--- config.mk ---
export PLATFORM = sky130hd
export DESIGN_NAME = vbi_ancillary_packet_framer
export DESIGN_NICKNAME = d
export VERILOG_FILES = /design/src/core/vbi_framer_pkg.sv /design/src/core/fifo_port_if.sv /design/src/core/vbi_result_fifo.sv /design/src/core/line_mode_table.sv /design/src/core/vbi_ancillary_packet_framer.sv
export SDC_FILE = /design/constraint.sdc
export NUM_CORES = 2
export LEC_CHECK = 0
export BUFFER_PORTS_ARGS = -buffer_cell sky130_fd_sc_hd__clkbuf_2
export CAP_MARGIN = 20
export CORE_ASPECT_RATIO = 1.5
export CORE_MARGIN = 2
export CORE_UTILIZATION = 25
export DETAILED_ROUTE_END_ITERATION = 8
export PLACE_DENSITY = 0.41
export SLEW_MARGIN = 0
export SYNTH_ARGS = -nofsm -noshare
export SYNTH_HDL_FRONTEND = slang
export SYNTH_HIERARCHICAL = 1
export SYNTH_MEMORY_MAX_BITS = 65536
export SYNTH_SLANG_ARGS = --single-unit
--- constraint.sdc ---
create_clock -name core_clk -period 36.7 [get_ports core_clk]
set_clock_uncertainty 0.1 [all_clocks]
set_input_delay 11.01 -clock core_clk [delete_from_list [all_inputs] [get_ports core_clk]]
set_output_delay 11.01 -clock core_clk [all_outputs]
set_load 0.1 [all_outputs]
--- src/core/vbi_framer_pkg.sv ---
// constants, encodings and register map shared by the ancillary packet framer
package vbi_framer_pkg;
	// ---------------------------------------------------------------
	// sizes
	// ---------------------------------------------------------------
	localparam int PAY_MAX = 64;
	localparam int PAY_AW = 6;
	localparam int FIFO_AW = 9;
	localparam logic [9:0] FIFO_DEPTH = 10'h200;
	localparam int LINE_AW = 5;
	localparam int LINE_ENTRIES = 32;
	// ---------------------------------------------------------------
	// packet bytes
	// ---------------------------------------------------------------
	localparam logic [7:0] PREAMBLE_ZERO = 8'h00;
	localparam logic [7:0] PREAMBLE_ONES = 8'hFF;
	localparam logic [7:0] FILL_BYTE = 8'h00;
	localparam logic [7:0] DID_FIELD1 = 8'h91;
	localparam logic [7:0] DID_FIELD1_LATE = 8'h53;
	localparam logic [7:0] DID_FIELD2 = 8'h55;
	localparam logic [7:0] DID_FIELD2_LATE = 8'h97;
	localparam logic [9:0] LATE_LINE = 10'h018;
	localparam logic [6:0] HEADER_BYTES = 7'h08;
	// ---------------------------------------------------------------
	// teletext line windows and byte counts
	// ---------------------------------------------------------------
	localparam logic [9:0] TTX_FIRST_LINE = 10'h006;
	localparam logic [9:0] WST_A_LAST_LINE = 10'h017;
	localparam logic [9:0] WST_B_LAST_LINE = 10'h016;
	localparam logic [6:0] WST_A_BYTES = 7'h26;
	localparam logic [6:0] WST_B_BYTES = 7'h2B;
	// ---------------------------------------------------------------
	// service formats held in the per-line table
	// ---------------------------------------------------------------
	typedef logic [2:0] fmt_type;
	localparam fmt_type FMT_OFF = 3'h0;
	localparam fmt_type FMT_WST_A = 3'h1;
	localparam fmt_type FMT_WST_B = 3'h2;
	localparam fmt_type FMT_NABTS_C = 3'h3;
	localparam fmt_type FMT_NABTS_D = 3'h4;
	localparam fmt_type FMT_CC = 3'h5;
	localparam fmt_type FMT_WSS = 3'h6;
	localparam fmt_type FMT_USER = 3'h7;
	// ---------------------------------------------------------------
	// register map
	// ---------------------------------------------------------------
	localparam logic [11:0] REG_CTRL = 12'h000;
	localparam logic [11:0] REG_STATUS = 12'h004;
	localparam logic [11:0] REG_FIFO_DATA = 12'h008;
	localparam logic [11:0] REG_RESULT = 12'h00C;
	localparam logic [4:0] REG_LINE_PAGE = 5'h01;
	localparam int CTRL_STREAM_BIT = 0;
	localparam int CTRL_FIFO_BIT = 1;
	localparam logic [1:0] CTRL_RESET = 2'h2;
	localparam int STATUS_BUSY_BIT = 0;
	localparam int STATUS_DROP_BIT = 1;
	localparam int STATUS_LEVEL_LSB = 16;
	localparam int FIFO_VALID_BIT = 8;
	// ---------------------------------------------------------------
	// framer states
	// ---------------------------------------------------------------
	typedef enum logic [2:0] {
		ST_IDLE = 3'b001,
		ST_COLLECT = 3'b010,
		ST_EMIT = 3'b100
	} state_type;
endpackage : vbi_framer_pkg

--- src/core/fifo_port_if.sv ---
// byte push and pop port between the framer and its result buffer
`timescale 1ns/1ps
interface fifo_port_if;
	logic push;
	logic [7:0] push_data;
	logic pop;
	logic [7:0] pop_data;
	logic empty;
	logic [9:0] level;
	modport fifo (input push, input push_data, input pop, output pop_data, output empty,
		output level);
	modport user (output push, output push_data, output pop, input pop_data, input empty,
		input level);
endinterface : fifo_port_if

--- src/core/vbi_result_fifo.sv ---
// 512-byte result buffer in flip-flops
`timescale 1ns/1ps
module vbi_result_fifo
	import vbi_framer_pkg::*;
(
	input wire logic core_clk,
	input wire logic rst,
	fifo_port_if.fifo port
);
	logic [7:0] mem_q [0:FIFO_DEPTH-1];
	logic [FIFO_AW-1:0] wr_ptr_q;
	logic [FIFO_AW-1:0] rd_ptr_q;
	logic [9:0] level_q;
	logic do_push;
	logic do_pop;

	// a push into a full buffer is dropped; the framer checks space first
	assign do_push = port.push && (level_q != FIFO_DEPTH);
	assign do_pop = port.pop && (level_q != 10'h000);
	assign port.pop_data = mem_q[rd_ptr_q];
	assign port.empty = (level_q == 10'h000);
	assign port.level = level_q;

	// storage write
	always_ff @(posedge core_clk) begin
		if (do_push) begin
			mem_q[wr_ptr_q] <= port.push_data;
		end
	end

	// pointers and fill level
	always_ff @(posedge core_clk) begin
		if (rst) begin
			wr_ptr_q <= '0;
			rd_ptr_q <= '0;
			level_q <= 10'h000;
		end else begin
			if (do_push) begin
				wr_ptr_q <= wr_ptr_q + 9'h001;
			end
			if (do_pop) begin
				rd_ptr_q <= rd_ptr_q + 9'h001;
			end
			if (do_push && !do_pop) begin
				level_q <= level_q + 10'h001;
			end else if (do_pop && !do_push) begin
				level_q <= level_q - 10'h001;
			end
		end
	end
endmodule : vbi_result_fifo

--- src/core/line_mode_table.sv ---
// per-line service format table with one write and two read ports
`timescale 1ns/1ps
module line_mode_table
	import vbi_framer_pkg::*;
(
	input wire logic core_clk,
	input wire logic rst,
	input wire logic wr_en,
	input wire logic [LINE_AW-1:0] wr_index,
	input wire vbi_framer_pkg::fmt_type wr_format,
	input wire logic [LINE_AW-1:0] rd_index_a,
	output vbi_framer_pkg::fmt_type rd_format_a,
	input wire logic [LINE_AW-1:0] rd_index_b,
	output vbi_framer_pkg::fmt_type rd_format_b
);
	fmt_type entry_q [0:LINE_ENTRIES-1];

	// every line starts with no service
	always_ff @(posedge core_clk) begin
		if (rst) begin
			for (int i = 0; i < LINE_ENTRIES; i++) begin
				entry_q[i] <= FMT_OFF;
			end
		end else if (wr_en) begin
			entry_q[wr_index] <= wr_format;
		end
	end

	assign rd_format_a = entry_q[rd_index_a];
	assign rd_format_b = entry_q[rd_index_b];
endmodule : line_mode_table

--- src/core/vbi_ancillary_packet_framer.sv ---
// sliced data packet framer: stream insertion, result buffer and APB registers
//
// What this block does
// - packet bytes go out on luma bits 9..2 during horizontal blanking
// - one packet layout for stream insertion and for the result buffer
// - result buffer holds 512 bytes
// - teletext goes to the stream and the buffer, never to the result register
// - service format is chosen per video line for lines 0..30, lines 31 on share one entry; one service per line
// - bytes 0..2 are 00h FFh FFh; byte 3 parity, 010, three-bit id
// - id, format and count bytes: bit6 even parity of 5..0, bit7 inverted
// - id 91h for first field lines, 55h for second field lines
// - id 53h from line 24 on in field one, 97h in field two
// - byte 4 carries the line's three-bit service format
// - byte 5 counts 32-bit words from byte 8 to the packet end
// - byte 6 line number bits 7..0; byte 7 bits 1..0 hold bits 9..8
// - byte 7 bit 2 second match, bit 3 first match, bits 7..5 zero
// - byte 7 bit 4 set when the error check stage flagged the line
// - checksum after payload is the 8-bit sum of all payload bytes
// - 00h fill bytes pad the packet to a multiple of four bytes
// - teletext: byte 8 is the sync pattern, byte 9 first data byte
// - system A teletext accepted on lines 6..23 with 38 bytes
// - system B teletext accepted on lines 6..22 with 43 bytes
// - packets appear on the stream only outside the active video window
`timescale 1ns/1ps
module vbi_ancillary_packet_framer
	import vbi_framer_pkg::*;
(
	input wire logic core_clk,
	input wire logic rst,
	input wire logic [11:0] paddr,
	input wire logic psel,
	input wire logic penable,
	input wire logic pwrite,
	input wire logic [31:0] pwdata,
	output logic [31:0] prdata,
	output logic pready,
	output logic pslverr,
	input wire logic [9:0] video_line,
	output vbi_framer_pkg::fmt_type slicer_format,
	input wire logic slice_start,
	input wire logic slice_field,
	input wire logic [9:0] slice_line,
	input wire logic slice_match1,
	input wire logic slice_match2,
	input wire logic slice_error,
	input wire logic slice_byte_valid,
	input wire logic [7:0] slice_byte,
	input wire logic slice_end,
	input wire logic active_video_qualifier,
	output logic [9:0] anc_luma,
	output logic anc_luma_valid
);
	// ---------------------------------------------------------------
	// helpers
	// ---------------------------------------------------------------
	// parity-protected byte: bit6 even parity, bit7 its inverse
	function automatic logic [7:0] parity_byte(input logic [5:0] v);
		parity_byte = {~(^v), ^v, v};
	endfunction : parity_byte

	// line number folded onto the 32-entry table; late lines share the last
	function automatic logic [LINE_AW-1:0] line_index(input logic [9:0] line);
		if (line < 10'h020) begin
			line_index = line[LINE_AW-1:0];
		end else begin
			line_index = 5'h1F;
		end
	endfunction : line_index

	// ---------------------------------------------------------------
	// state
	// ---------------------------------------------------------------
	state_type state_q;
	logic [1:0] ctrl_q;
	logic drop_q;
	logic [31:0] result_q;
	logic [7:0] pay_q [0:PAY_MAX-1];
	logic [6:0] count_q;
	logic overrun_q;
	logic [7:0] csum_q;
	logic [9:0] line_q;
	logic field_q;
	logic match1_q;
	logic match2_q;
	logic error_q;
	fmt_type fmt_q;
	logic [6:0] len_q;
	logic [5:0] words_q;
	logic [6:0] idx_q;
	logic fifo_ok_q;
	logic stream_ok_q;
	logic [31:0] prdata_q;
	logic pready_q;
	logic pslverr_q;
	fmt_type slicer_format_q;
	logic [9:0] anc_luma_q;
	logic anc_luma_valid_q;

	fifo_port_if fifo_port ();
	fmt_type lookup_fmt;
	fmt_type start_fmt;
	logic [7:0] cur_byte;
	logic [7:0] did_byte;
	logic advance;
	logic last_byte;
	logic is_ttx;
	logic ttx_ok;
	logic [6:0] len_raw;
	logic [6:0] len_d;
	logic [9:0] free_space;
	logic apb_access;
	logic apb_done;
	logic line_hit;
	logic drop_now;

	assign prdata = prdata_q;
	assign pready = pready_q;
	assign pslverr = pslverr_q;
	assign slicer_format = slicer_format_q;
	assign anc_luma = anc_luma_q;
	assign anc_luma_valid = anc_luma_valid_q;

	// ---------------------------------------------------------------
	// submodules
	// ---------------------------------------------------------------
	vbi_result_fifo u_fifo (
		.core_clk(core_clk),
		.rst(rst),
		.port(fifo_port.fifo)
	);

	line_mode_table u_lines (
		.core_clk(core_clk),
		.rst(rst),
		.wr_en(apb_done && pwrite && line_hit),
		.wr_index(paddr[6:2]),
		.wr_format(pwdata[2:0]),
		.rd_index_a(line_index(video_line)),
		.rd_format_a(lookup_fmt),
		.rd_index_b(line_index(slice_line)),
		.rd_format_b(start_fmt)
	);

	// ---------------------------------------------------------------
	// packet length and acceptance
	// ---------------------------------------------------------------
	// header, payload and checksum, rounded up to whole words
	assign len_raw = HEADER_BYTES + count_q + 7'h01;
	assign len_d = (len_raw + 7'h03) & 7'h7C;
	assign is_ttx = (fmt_q == FMT_WST_A) || (fmt_q == FMT_WST_B)
		|| (fmt_q == FMT_NABTS_C) || (fmt_q == FMT_NABTS_D);
	assign free_space = FIFO_DEPTH - fifo_port.level;

	// system A and B teletext lines outside their window or with a wrong count are refused
	always_comb begin
		ttx_ok = 1'b1;
		if (fmt_q == FMT_WST_A) begin
			ttx_ok = (line_q >= TTX_FIRST_LINE) && (line_q <= WST_A_LAST_LINE)
				&& (count_q == WST_A_BYTES);
		end else if (fmt_q == FMT_WST_B) begin
			ttx_ok = (line_q >= TTX_FIRST_LINE) && (line_q <= WST_B_LAST_LINE)
				&& (count_q == WST_B_BYTES);
		end
	end

	// ---------------------------------------------------------------
	// packet byte generator
	// ---------------------------------------------------------------
	always_comb begin
		if (line_q >= LATE_LINE) begin
			did_byte = field_q ? DID_FIELD2_LATE : DID_FIELD1_LATE;
		end else begin
			did_byte = field_q ? DID_FIELD2 : DID_FIELD1;
		end
	end

	// one layout for both destinations, indexed by the byte counter
	always_comb begin
		cur_byte = FILL_BYTE;
		case (idx_q)
			7'h00: cur_byte = PREAMBLE_ZERO;
			7'h01: cur_byte = PREAMBLE_ONES;
			7'h02: cur_byte = PREAMBLE_ONES;
			7'h03: cur_byte = did_byte;
			7'h04: cur_byte = parity_byte({3'h0, fmt_q});
			7'h05: cur_byte = parity_byte(words_q);
			7'h06: cur_byte = line_q[7:0];
			7'h07: cur_byte = {3'h0, error_q, match1_q, match2_q, line_q[9:8]};
			default: begin
				// teletext sync byte arrives first from the slicer, so lands in byte 8
				if (idx_q < HEADER_BYTES + count_q) begin
					cur_byte = pay_q[idx_q[PAY_AW-1:0] - 6'h08];
				end else if (idx_q == HEADER_BYTES + count_q) begin
					cur_byte = csum_q;
				end
			end
		endcase
	end

	// stream output waits while the active window is open
	assign advance = (state_q == ST_EMIT) && (!stream_ok_q || !active_video_qualifier);
	assign last_byte = (idx_q == len_q - 7'h01);
	assign fifo_port.push = advance && fifo_ok_q;
	assign fifo_port.push_data = cur_byte;

	// ---------------------------------------------------------------
	// framer sequence
	// ---------------------------------------------------------------
	always_ff @(posedge core_clk) begin
		if (rst) begin
			state_q <= ST_IDLE;
			idx_q <= 7'h00;
			len_q <= 7'h00;
			words_q <= 6'h00;
			fifo_ok_q <= 1'b0;
			stream_ok_q <= 1'b0;
		end else begin
			case (state_q)
				ST_IDLE: begin
					if (slice_start && start_fmt != FMT_OFF) begin
						state_q <= ST_COLLECT;
					end
				end
				ST_COLLECT: begin
					if (slice_end) begin
						len_q <= len_d;
						words_q <= {1'b0, len_d[6:2]} - 6'h02;
						idx_q <= 7'h00;
						// whole packet or nothing into the buffer
						fifo_ok_q <= ctrl_q[CTRL_FIFO_BIT]
							&& ({3'h0, len_d} <= free_space);
						// teletext stays off the result register but may be streamed
						stream_ok_q <= ctrl_q[CTRL_STREAM_BIT];
						if (!overrun_q && ttx_ok && (ctrl_q != 2'h0)) begin
							state_q <= ST_EMIT;
						end else begin
							state_q <= ST_IDLE;
						end
					end
				end
				ST_EMIT: begin
					if (advance) begin
						idx_q <= idx_q + 7'h01;
						if (last_byte) begin
							state_q <= ST_IDLE;
						end
					end
				end
				default: state_q <= ST_IDLE;
			endcase
		end
	end

	// line header capture at the start of a sliced line
	always_ff @(posedge core_clk) begin
		if (rst) begin
			line_q <= 10'h000;
			field_q <= 1'b0;
			match1_q <= 1'b0;
			match2_q <= 1'b0;
			error_q <= 1'b0;
			fmt_q <= FMT_OFF;
		end else if (state_q == ST_IDLE && slice_start) begin
			line_q <= slice_line;
			field_q <= slice_field;
			match1_q <= slice_match1;
			match2_q <= slice_match2;
			error_q <= slice_error;
			fmt_q <= start_fmt;
		end
	end

	// payload capture with running checksum
	always_ff @(posedge core_clk) begin
		if (rst) begin
			count_q <= 7'h00;
			csum_q <= 8'h00;
			overrun_q <= 1'b0;
		end else if (state_q == ST_IDLE) begin
			count_q <= 7'h00;
			csum_q <= 8'h00;
			overrun_q <= 1'b0;
		end else if (state_q == ST_COLLECT && slice_byte_valid) begin
			if (count_q < 7'h40) begin
				pay_q[count_q[PAY_AW-1:0]] <= slice_byte;
				count_q <= count_q + 7'h01;
				csum_q <= csum_q + slice_byte;
			end else begin
				overrun_q <= 1'b1;
			end
		end
	end

	// luma bus: packet byte on bits 9..2, low bits zero
	always_ff @(posedge core_clk) begin
		if (rst) begin
			anc_luma_q <= 10'h000;
			anc_luma_valid_q <= 1'b0;
		end else if (advance && stream_ok_q) begin
			anc_luma_q <= {cur_byte, 2'h0};
			anc_luma_valid_q <= 1'b1;
		end else begin
			anc_luma_q <= 10'h000;
			anc_luma_valid_q <= 1'b0;
		end
	end

	// format for the line now being sliced
	always_ff @(posedge core_clk) begin
		if (rst) begin
			slicer_format_q <= FMT_OFF;
		end else begin
			slicer_format_q <= lookup_fmt;
		end
	end

	// first payload bytes of non-teletext lines
	always_ff @(posedge core_clk) begin
		if (rst) begin
			result_q <= 32'h0000_0000;
		end else if (state_q == ST_COLLECT && slice_end && !is_ttx && !overrun_q) begin
			result_q <= {pay_q[3], pay_q[2], pay_q[1], pay_q[0]};
		end
	end

	// ---------------------------------------------------------------
	// APB slave
	// ---------------------------------------------------------------
	// one wait state so read data comes from a flop
	assign apb_access = psel && penable;
	assign apb_done = apb_access && pready_q;
	assign line_hit = (paddr[11:7] == REG_LINE_PAGE) && (paddr[1:0] == 2'h0);
	// refused lines: busy framer, payload overrun, bad teletext line or buffer without room
	assign drop_now = (state_q == ST_IDLE && slice_start && start_fmt == FMT_OFF) ? 1'b0
		: (slice_start && state_q != ST_IDLE)
		|| (state_q == ST_COLLECT && slice_end && (overrun_q || !ttx_ok))
		|| (state_q == ST_COLLECT && slice_end && ctrl_q[CTRL_FIFO_BIT]
			&& ({3'h0, len_d} > free_space));
	assign fifo_port.pop = apb_done && !pwrite && (paddr == REG_FIFO_DATA);

	always_ff @(posedge core_clk) begin
		if (rst) begin
			pready_q <= 1'b0;
		end else begin
			pready_q <= apb_access && !pready_q;
		end
	end

	// read data and error are set up in the first access cycle
	always_ff @(posedge core_clk) begin
		if (rst) begin
			prdata_q <= 32'h0000_0000;
			pslverr_q <= 1'b0;
		end else if (apb_access && !pready_q) begin
			prdata_q <= 32'h0000_0000;
			pslverr_q <= 1'b0;
			if (line_hit) begin
				prdata_q <= {29'h0, start_fmt};
			end else begin
				case (paddr)
					REG_CTRL: prdata_q <= {30'h0, ctrl_q};
					REG_STATUS: begin
						prdata_q[STATUS_BUSY_BIT] <= (state_q != ST_IDLE);
						prdata_q[STATUS_DROP_BIT] <= drop_q;
						prdata_q[STATUS_LEVEL_LSB +: 10] <= fifo_port.level;
					end
					REG_FIFO_DATA: begin
						prdata_q[FIFO_VALID_BIT] <= !fifo_port.empty;
						prdata_q[7:0] <= fifo_port.empty ? 8'h00 : fifo_port.pop_data;
					end
					REG_RESULT: prdata_q <= result_q;
					default: pslverr_q <= 1'b1;
				endcase
			end
		end else begin
			pslverr_q <= 1'b0;
		end
	end

	// control register
	always_ff @(posedge core_clk) begin
		if (rst) begin
			ctrl_q <= CTRL_RESET;
		end else if (apb_done && pwrite && paddr == REG_CTRL) begin
			ctrl_q <= pwdata[1:0];
		end
	end

	// sticky drop flag, write one to clear; a new drop wins over the clear
	always_ff @(posedge core_clk) begin
		if (rst) begin
			drop_q <= 1'b0;
		end else if (drop_now) begin
			drop_q <= 1'b1;
		end else if (apb_done && pwrite && paddr == REG_STATUS && pwdata[STATUS_DROP_BIT]) begin
			drop_q <= 1'b0;
		end
	end
endmodule : vbi_ancillary_packet_framer

==> Word level (Yosys, flattened, before mapping) <==
Memories as Yosys holds them, arrays and structs flattened. A register that Yosys moved wholly into a read port is not among the register bits.
Cells that the tools add are included.
W data, S select, Z words.
{ "word_totals": {"ff_bits": 132, "mem_bits_rw": 4704, "in_bits": 85, "wordCells": 213, "n_memories": 3} }
{ "op_classes": {"add_sub_neg": 14, "order_cmp": 10, "eq_ne": 28, "n_mux": 50, "bitwise_logic": 5, "reduce_logical": 77} }
{ "memory_table": {"columns": ["name", "depth", "word_bits", "rd", "rd_ports_with_merged_regs", "wr", "line_no", "text"], "rows": [
  ["u_fifo.mem_q", 512, 8, 1, 1, 1, "vbi_result_fifo.sv:10", "logic [7:0] mem_q [0:FIFO_DEPTH-1];"],
  ["pay_q", 64, 8, 5, 4, 1, "vbi_ancillary_packet_framer.sv:77", "logic [7:0] pay_q [0:PAY_MAX-1];"],
  ["u_lines.entry_q", 32, 3, 2, 1, 32, "line_mode_table.sv:16", "fmt_type entry_q [0:LINE_ENTRIES-1];"]
]} }
{ "ops": {"columns": ["operator", "count"], "rows": [
  ["$pmux W8 S7", 1],
  ["$mux W8", 6],
  ["$logic_and A1 B1 Y1", 36],
  ["$mux W32", 1],
  ["$eq A7 B3 Y1 const B", 4],
  ["$pmux W7 S2", 2],
  ["$eq A12 B4 Y1 const B", 2],
  ["$add A7 B1 Y7 const B", 3],
  ["$mux W7", 3],
  ["$le A10 B5 Y1 const B", 2],
  ["$lt A10 B6 Y1 const B", 2],
  ["$mux W1", 20],
  ["$mux W10", 2],
  ["$pmux W10 S2", 1],
  ["$add A9 B1 Y9 const B", 2],
  ["$mux W3", 6],
  ["$mux W9", 2],
  ["$mux W5", 3],
  ["$eq A7 B2 Y1 const B", 2],
  ["$eq A7 B6 Y1 const B", 2],
  ["$eq A7 B7 Y1", 2],
  ["$eq A12 B3 Y1 const B", 1],
  ["$logic_not A12 Y1", 1],
  ["$reduce_xor A6 Y1", 2],
  ["other kinds (42)", 76]
]} }

==> Longest topological paths before layout <==
{ "logic_depth": {"depth_word": 12, "ltp_mapped": 17, "ltp_nobuf": 17} }

==> Modules after synthesis <==
The synthesis kept the hierarchy.
{ "modules_own_cells": {"columns": ["module", "instances", "cells_per_inst", "area_per_inst_um2", "seq_area_each_um2"], "rows": [
  ["vbi_result_fifo", 1, 7729, 160610.3, 123738.7],
  ["vbi_ancillary_packet_framer", 1, 1815, 26865.8, 18097.4],
  ["line_mode_table", 1, 363, 5465.2, 2882.8]
]} }

==> Worst setup path before layout <==
OpenSTA, ideal clock, no wires.
{ "synth_timing": {"path_type": "flip-flop to flip-flop", "from": "register count_q[3]", "to": "memory u_fifo.mem_q[0][2] (data pin)", "setup_time_ns": 3.258, "arrival_time_ns": 17.561, "path_slack_ns": 15.781, "path_stages_with_launch": 11, "n_path_buf": 1, "synth_period_minus_slack_ns": 20.919, "cell_sequence": "dfxtp_1 -> inv_1 -> ha_1 -> ha_1 -> a21oi_1 -> o21ai_0 -> a21oi_1 -> clkbuf_1 -> nand3_1 -> a21o_1 -> a31oi_1"} }
{ "synth_between": {"elab_chain_len": 5, "elab_cells_between_ends": 6, "cone_classes": "1 x add/sub; 1 x order compare; 1 x eq/ne; 3 x mux"} }
{ "synth_lines": {"columns": ["element", "line_no", "text"], "rows": [
  ["from (decl)", "vbi_ancillary_packet_framer.sv:78", "logic [6:0] count_q;"],
  ["from (signal assigned)", "vbi_ancillary_packet_framer.sv:286", "count_q <= count_q + 7'h01;"],
  ["$add A4 B7 Y7 *", "vbi_ancillary_packet_framer.sv:191, vbi_ancillary_packet_framer.sv:193", null],
  ["branches (longest 2 deep; another with $lt A7 B7 Y1)", null, null],
  ["$mux W8 *", "vbi_ancillary_packet_framer.sv:191", "if (idx_q < HEADER_BYTES + count_q) begin"],
  ["$pmux W8 S7 *", "vbi_ancillary_packet_framer.sv:180", "case (idx_q)"],
  ["named net cur_byte[2]", "vbi_ancillary_packet_framer.sv:102", "logic [7:0] cur_byte;"],
  ["to (decl)", "vbi_result_fifo.sv:10", null]
]} }
Mark *: on every way through the listed nets, which the timed path passes.

==> Worst setup path in the final report <==
{ "layout_timing": {"from": "input paddr[9]", "to": "register u_fifo.level_q[8], in the netlist u_fifo/port.level[8]"} }
{ "layout_between": {"elab_chain_len": 6, "elab_cells_between_ends": 8, "cone_classes": "1 x eq/ne; 1 x mux; 6 x reduce/logical"} }
{ "layout_lines": {"columns": ["element", "line_no", "text"], "rows": [
  ["from (decl)", "vbi_ancillary_packet_framer.sv:30", "input wire logic [11:0] paddr,"],
  ["$eq A12 B4 Y1 *", "vbi_ancillary_packet_framer.sv:339", "assign fifo_port.pop = apb_done && !pwrite && (paddr == REG_FIFO_DATA);"],
  ["$logic_and A1 B1 Y1 *", "vbi_ancillary_packet_framer.sv:339", null],
  ["named net fifo_port.pop", "fifo_port_if.sv:6", "logic pop;"],
  ["$logic_and A1 B1 Y1 *", "vbi_result_fifo.sv:19", "assign do_pop = port.pop && (level_q != 10'h000);"],
  ["$logic_not A1 Y1", "vbi_result_fifo.sv:44", "if (do_push && !do_pop) begin"],
  ["$logic_and A1 B1 Y1", "vbi_result_fifo.sv:44", null],
  ["$mux W10 / $reduce_bool A2 Y1 (equally long branches)", null, null],
  ["to (signal assigned)", "vbi_result_fifo.sv:45", "level_q <= level_q + 10'h001;"],
  ["to (signal assigned)", "vbi_result_fifo.sv:47", "level_q <= level_q - 10'h001;"],
  ["to (decl)", "vbi_result_fifo.sv:13", "logic [9:0] level_q;"]
]} }
The timed path passes the listed nets; every way through them passes the cells marked *.
A chain may end at the register's enable or synchronous reset.

==> summary.md <==
| Metric | Value |
|---|---|
| Max-cap viol count | 0 |
| Setup CP Type | in2reg |
| Nets | 10300 |
| Number of flops mapped to enable cells by yosys | 4704 |
| Final setup violation count | 0 |
| Mean post-synth cell area | 19.5 um2 |
| CTS tree | yes |
| Post-route DRC | 0 |
| Hold Crit Class | reg2reg |
| WHS | 0.346 ns |
| Setup TNS | 0 ns |
| Power Total | 0.0110 W |
| Flop-to-flop setup slack | 28.17 ns |
| DR pass1 iterations | 5 |
| R2R depth | 15 |
| Root Buffer | clkbuf_16 |
| Gr usage total | 0.158 |
| CP endpoint kind | flop |
| Final hold viol count | 0 |
| Most common cell after layout, fill and taps aside | edfxtp_1 |
| Mapped Cells | 9907 |
| Fillers | 75700 |
| First-pass GRT wire length | 862000 um |
| Max-slew violations | 0 |
| Setup bufs post-CTS | 0 |
| CP arrival | 16.52 ns |
| Critical Path Fanout Max | 10 |
| Synthesis-stage register bit count | 4877 |
| CTS H-tree lvls | 5 |
| RSZ-0062 raised after global routing | false |
| Die Y | 1080 um |
| Ys flop type | edfxtp_1 |
| Row count | 395 |
| CTS Buffer Depth | 5 |
| Core area | 770000 um2 |
| DIE WIDTH | 721 um |
| Synth warn | 6 |
| Initial antenna violation count | 28 |
| Fin crit share | 0.427 |
| Fmax | 63.8 MHz |
| Via/cell ratio | 4.76 |
| P_leak | 66.4 nW |
| Worst slew pin tran | 1.41 ns |
| DRT Wirelength | 631000 um |
| PwrDens | 49.6 nW/um2 |
| Most frequent cells in the layout | 4704 x edfxtp_1, 1115 x mux4_2, 913 x nor2_1 |
| Vias | 98700 |
| Die Area | 779000 um2 |
| Worst Path Required | 37.54 ns |
| Vias in the first global route | 104000 |
| Worst-path clk slew | 0.07 ns |
| Share of layout cells above drive strength 1 | 0.229 |
| Largest net degree at the start of global routing | 212 |
| ANT nets after route | 0 |
| CP Launch Type | primary input |
| Post-DP HPWL | 406000 um |
| IO Port Bufs | 101 |
| Clk Latency, worst-skew pair | 1.08 ns |
| Initial DRC count | 8746 |
| Post-synth ARST share | 0 |
| TritonCTS buffer count | 476 |
| CP Launch Point | paddr[9] |
| RR Endpoint | prdata[2] |
| Register area share after synthesis | 0.750 |
| Starting Density | 0.251 |
| Post-CTS Hold Buffers | 0 |
| Mapped Area | 193000 um2 |
| Crit path capture | u_fifo/port.level[8] |
| Placed Instances | 19800 |
| Gpl congestion | 0.830 |
| CTS sink cnt | 4877 |
| Max IR drop VDD | 0.0380 mV |
| Post_cts resized | 0 |
| Status | finished clean |
| HP Start | result_q[22] |
| Congestion Overflow GR | 0 |
| Post-synth cell types | 87 |
| WL/cell | 30.4 um |
| Shortest period the worst path allows | 15.68 ns |
| I/O pin total | 133 |
| Slew HR | 0.0609 |
| Area growth syn-to-layout | 14.6% |
| Non-Filler Instances | 20700 |
==> layout make-up <==
cell class | count | area [um2] | share of cell area
Multi-Input combinational cell | 4379 | 45100 | 0.204
Clock buffer | 557 | 12300 | 0.0558
Antenna cell | 11 | 27.5 | 0.000124
Sequential cell | 4877 | 145000 | 0.654
Clock inverter | 293 | 2860 | 0.0129
Inverter | 45 | 184 | 0.000831
Timing Repair Buffer | 424 | 3320 | 0.0150
Tap cell | 10100 | 12700 | 0.0573
==> Yosys cell counts (all sizes together), types with 63 or more instances <==
cell,number,area share
edfxtp,4704,0.73
mux4,1142,0.13
nor2,923,0.018
nand2,543,0.011
buf,326,0.012
clkbuf,281,0.0055
mux2i,275,0.014
dfxtp,173,0.018
a21oi,155,0.0040
o22ai,140,0.0045
and2,120,0.0039
o21ai,99,0.0026
a22oi,83,0.0032
o221ai,74,0.0034
nand3,63,0.0016
==> flip-flops by register name, indices dropped and copies added, names as in the netlist, 9 cells and up, named ones only <==
name	cells
u_fifo/mem_q	4096
pay_q	512
u_lines/entry_q	96
prdata	32
result_q	32
line_q	10
u_fifo/port.level	10
u_fifo/rd_ptr_q	9
u_fifo/wr_ptr_q	9
==> critical path: stages <==
cell	delay (ns)
clkbuf_2	0.08
or4_1	0.51
nor3_1	0.36
nand3_1	0.33
nor4_1	0.43
nor2b_1	0.76
inv_1	0.39
ha_1	0.39
inv_1	0.32
ha_1	0.33
nor2b_1	0.15
o21ai_0	0.22
a21boi_0	0.18
o21ai_0	0.28
a21boi_0	0.18
o21a_1	0.21
o311ai_0	0.38
==> how the worst min path moves through the flow <==
stage | to | slack, ns | depth (start not counted)
2_1_floorplan | prdata[16] | 0.33 | 2
3_3_place_gp | prdata[17] | 0.35 | 2
3_5_place_dp | prdata[16] | 0.35 | 2
4_1_cts | prdata[22] | 0.35 | 2
5_1_grt | prdata[22] | 0.35 | 2
6_report | prdata[22] | 0.35 | 2
==> cell families (layout without fill, tap and decap cells) <==
logic type | Yosys count | count (layout) | synth area share
adder cells (fa/ha/maj) | 54 | 54 | 0.00358
flip-flops | 4877 | 4877 | 0.750
buffers and inverters | 652 | 1319 | 0.0185
AO/OA/AOI/OAI | 851 | 851 | 0.0303
other | 1 | 13 | 0.0000194
multiplexers | 1462 | 1462 | 0.151
XOR/XNOR | 59 | 59 | 0.00268
AND/OR/NAND/NOR | 1951 | 1951 | 0.0441
==> through the flow <==
stage | utilization | setup WS, ns | area [um2]
after floorplan | - | 15.78 | 193000
after global placement | 0.267 | 19.70 | 206000
after detailed placement | 0.267 | 19.86 | 206000
after CTS | 0.287 | 21.00 | 221000
after global routing | 0.287 | 20.56 | 221000
final | 0.287 | 21.02 | 221000
==> power breakdown <==
group	internal, W	switching (W)
logic	0.0000142	0.0000404
registers	0.00602	0.00000595
clock network	0.00275	0.00214
==> routing by layer <==
metal  vias to the layer above  share of wire  GRT usage
met5                         -       0.000041          0
met4                         4          0.048     0.0683
met3                       835          0.043     0.0195
met2                      2873           0.54      0.295
met1                     54100           0.37      0.180
li1                      40900              -          -
Note: power is estimated with default switching activity, not from simulation.
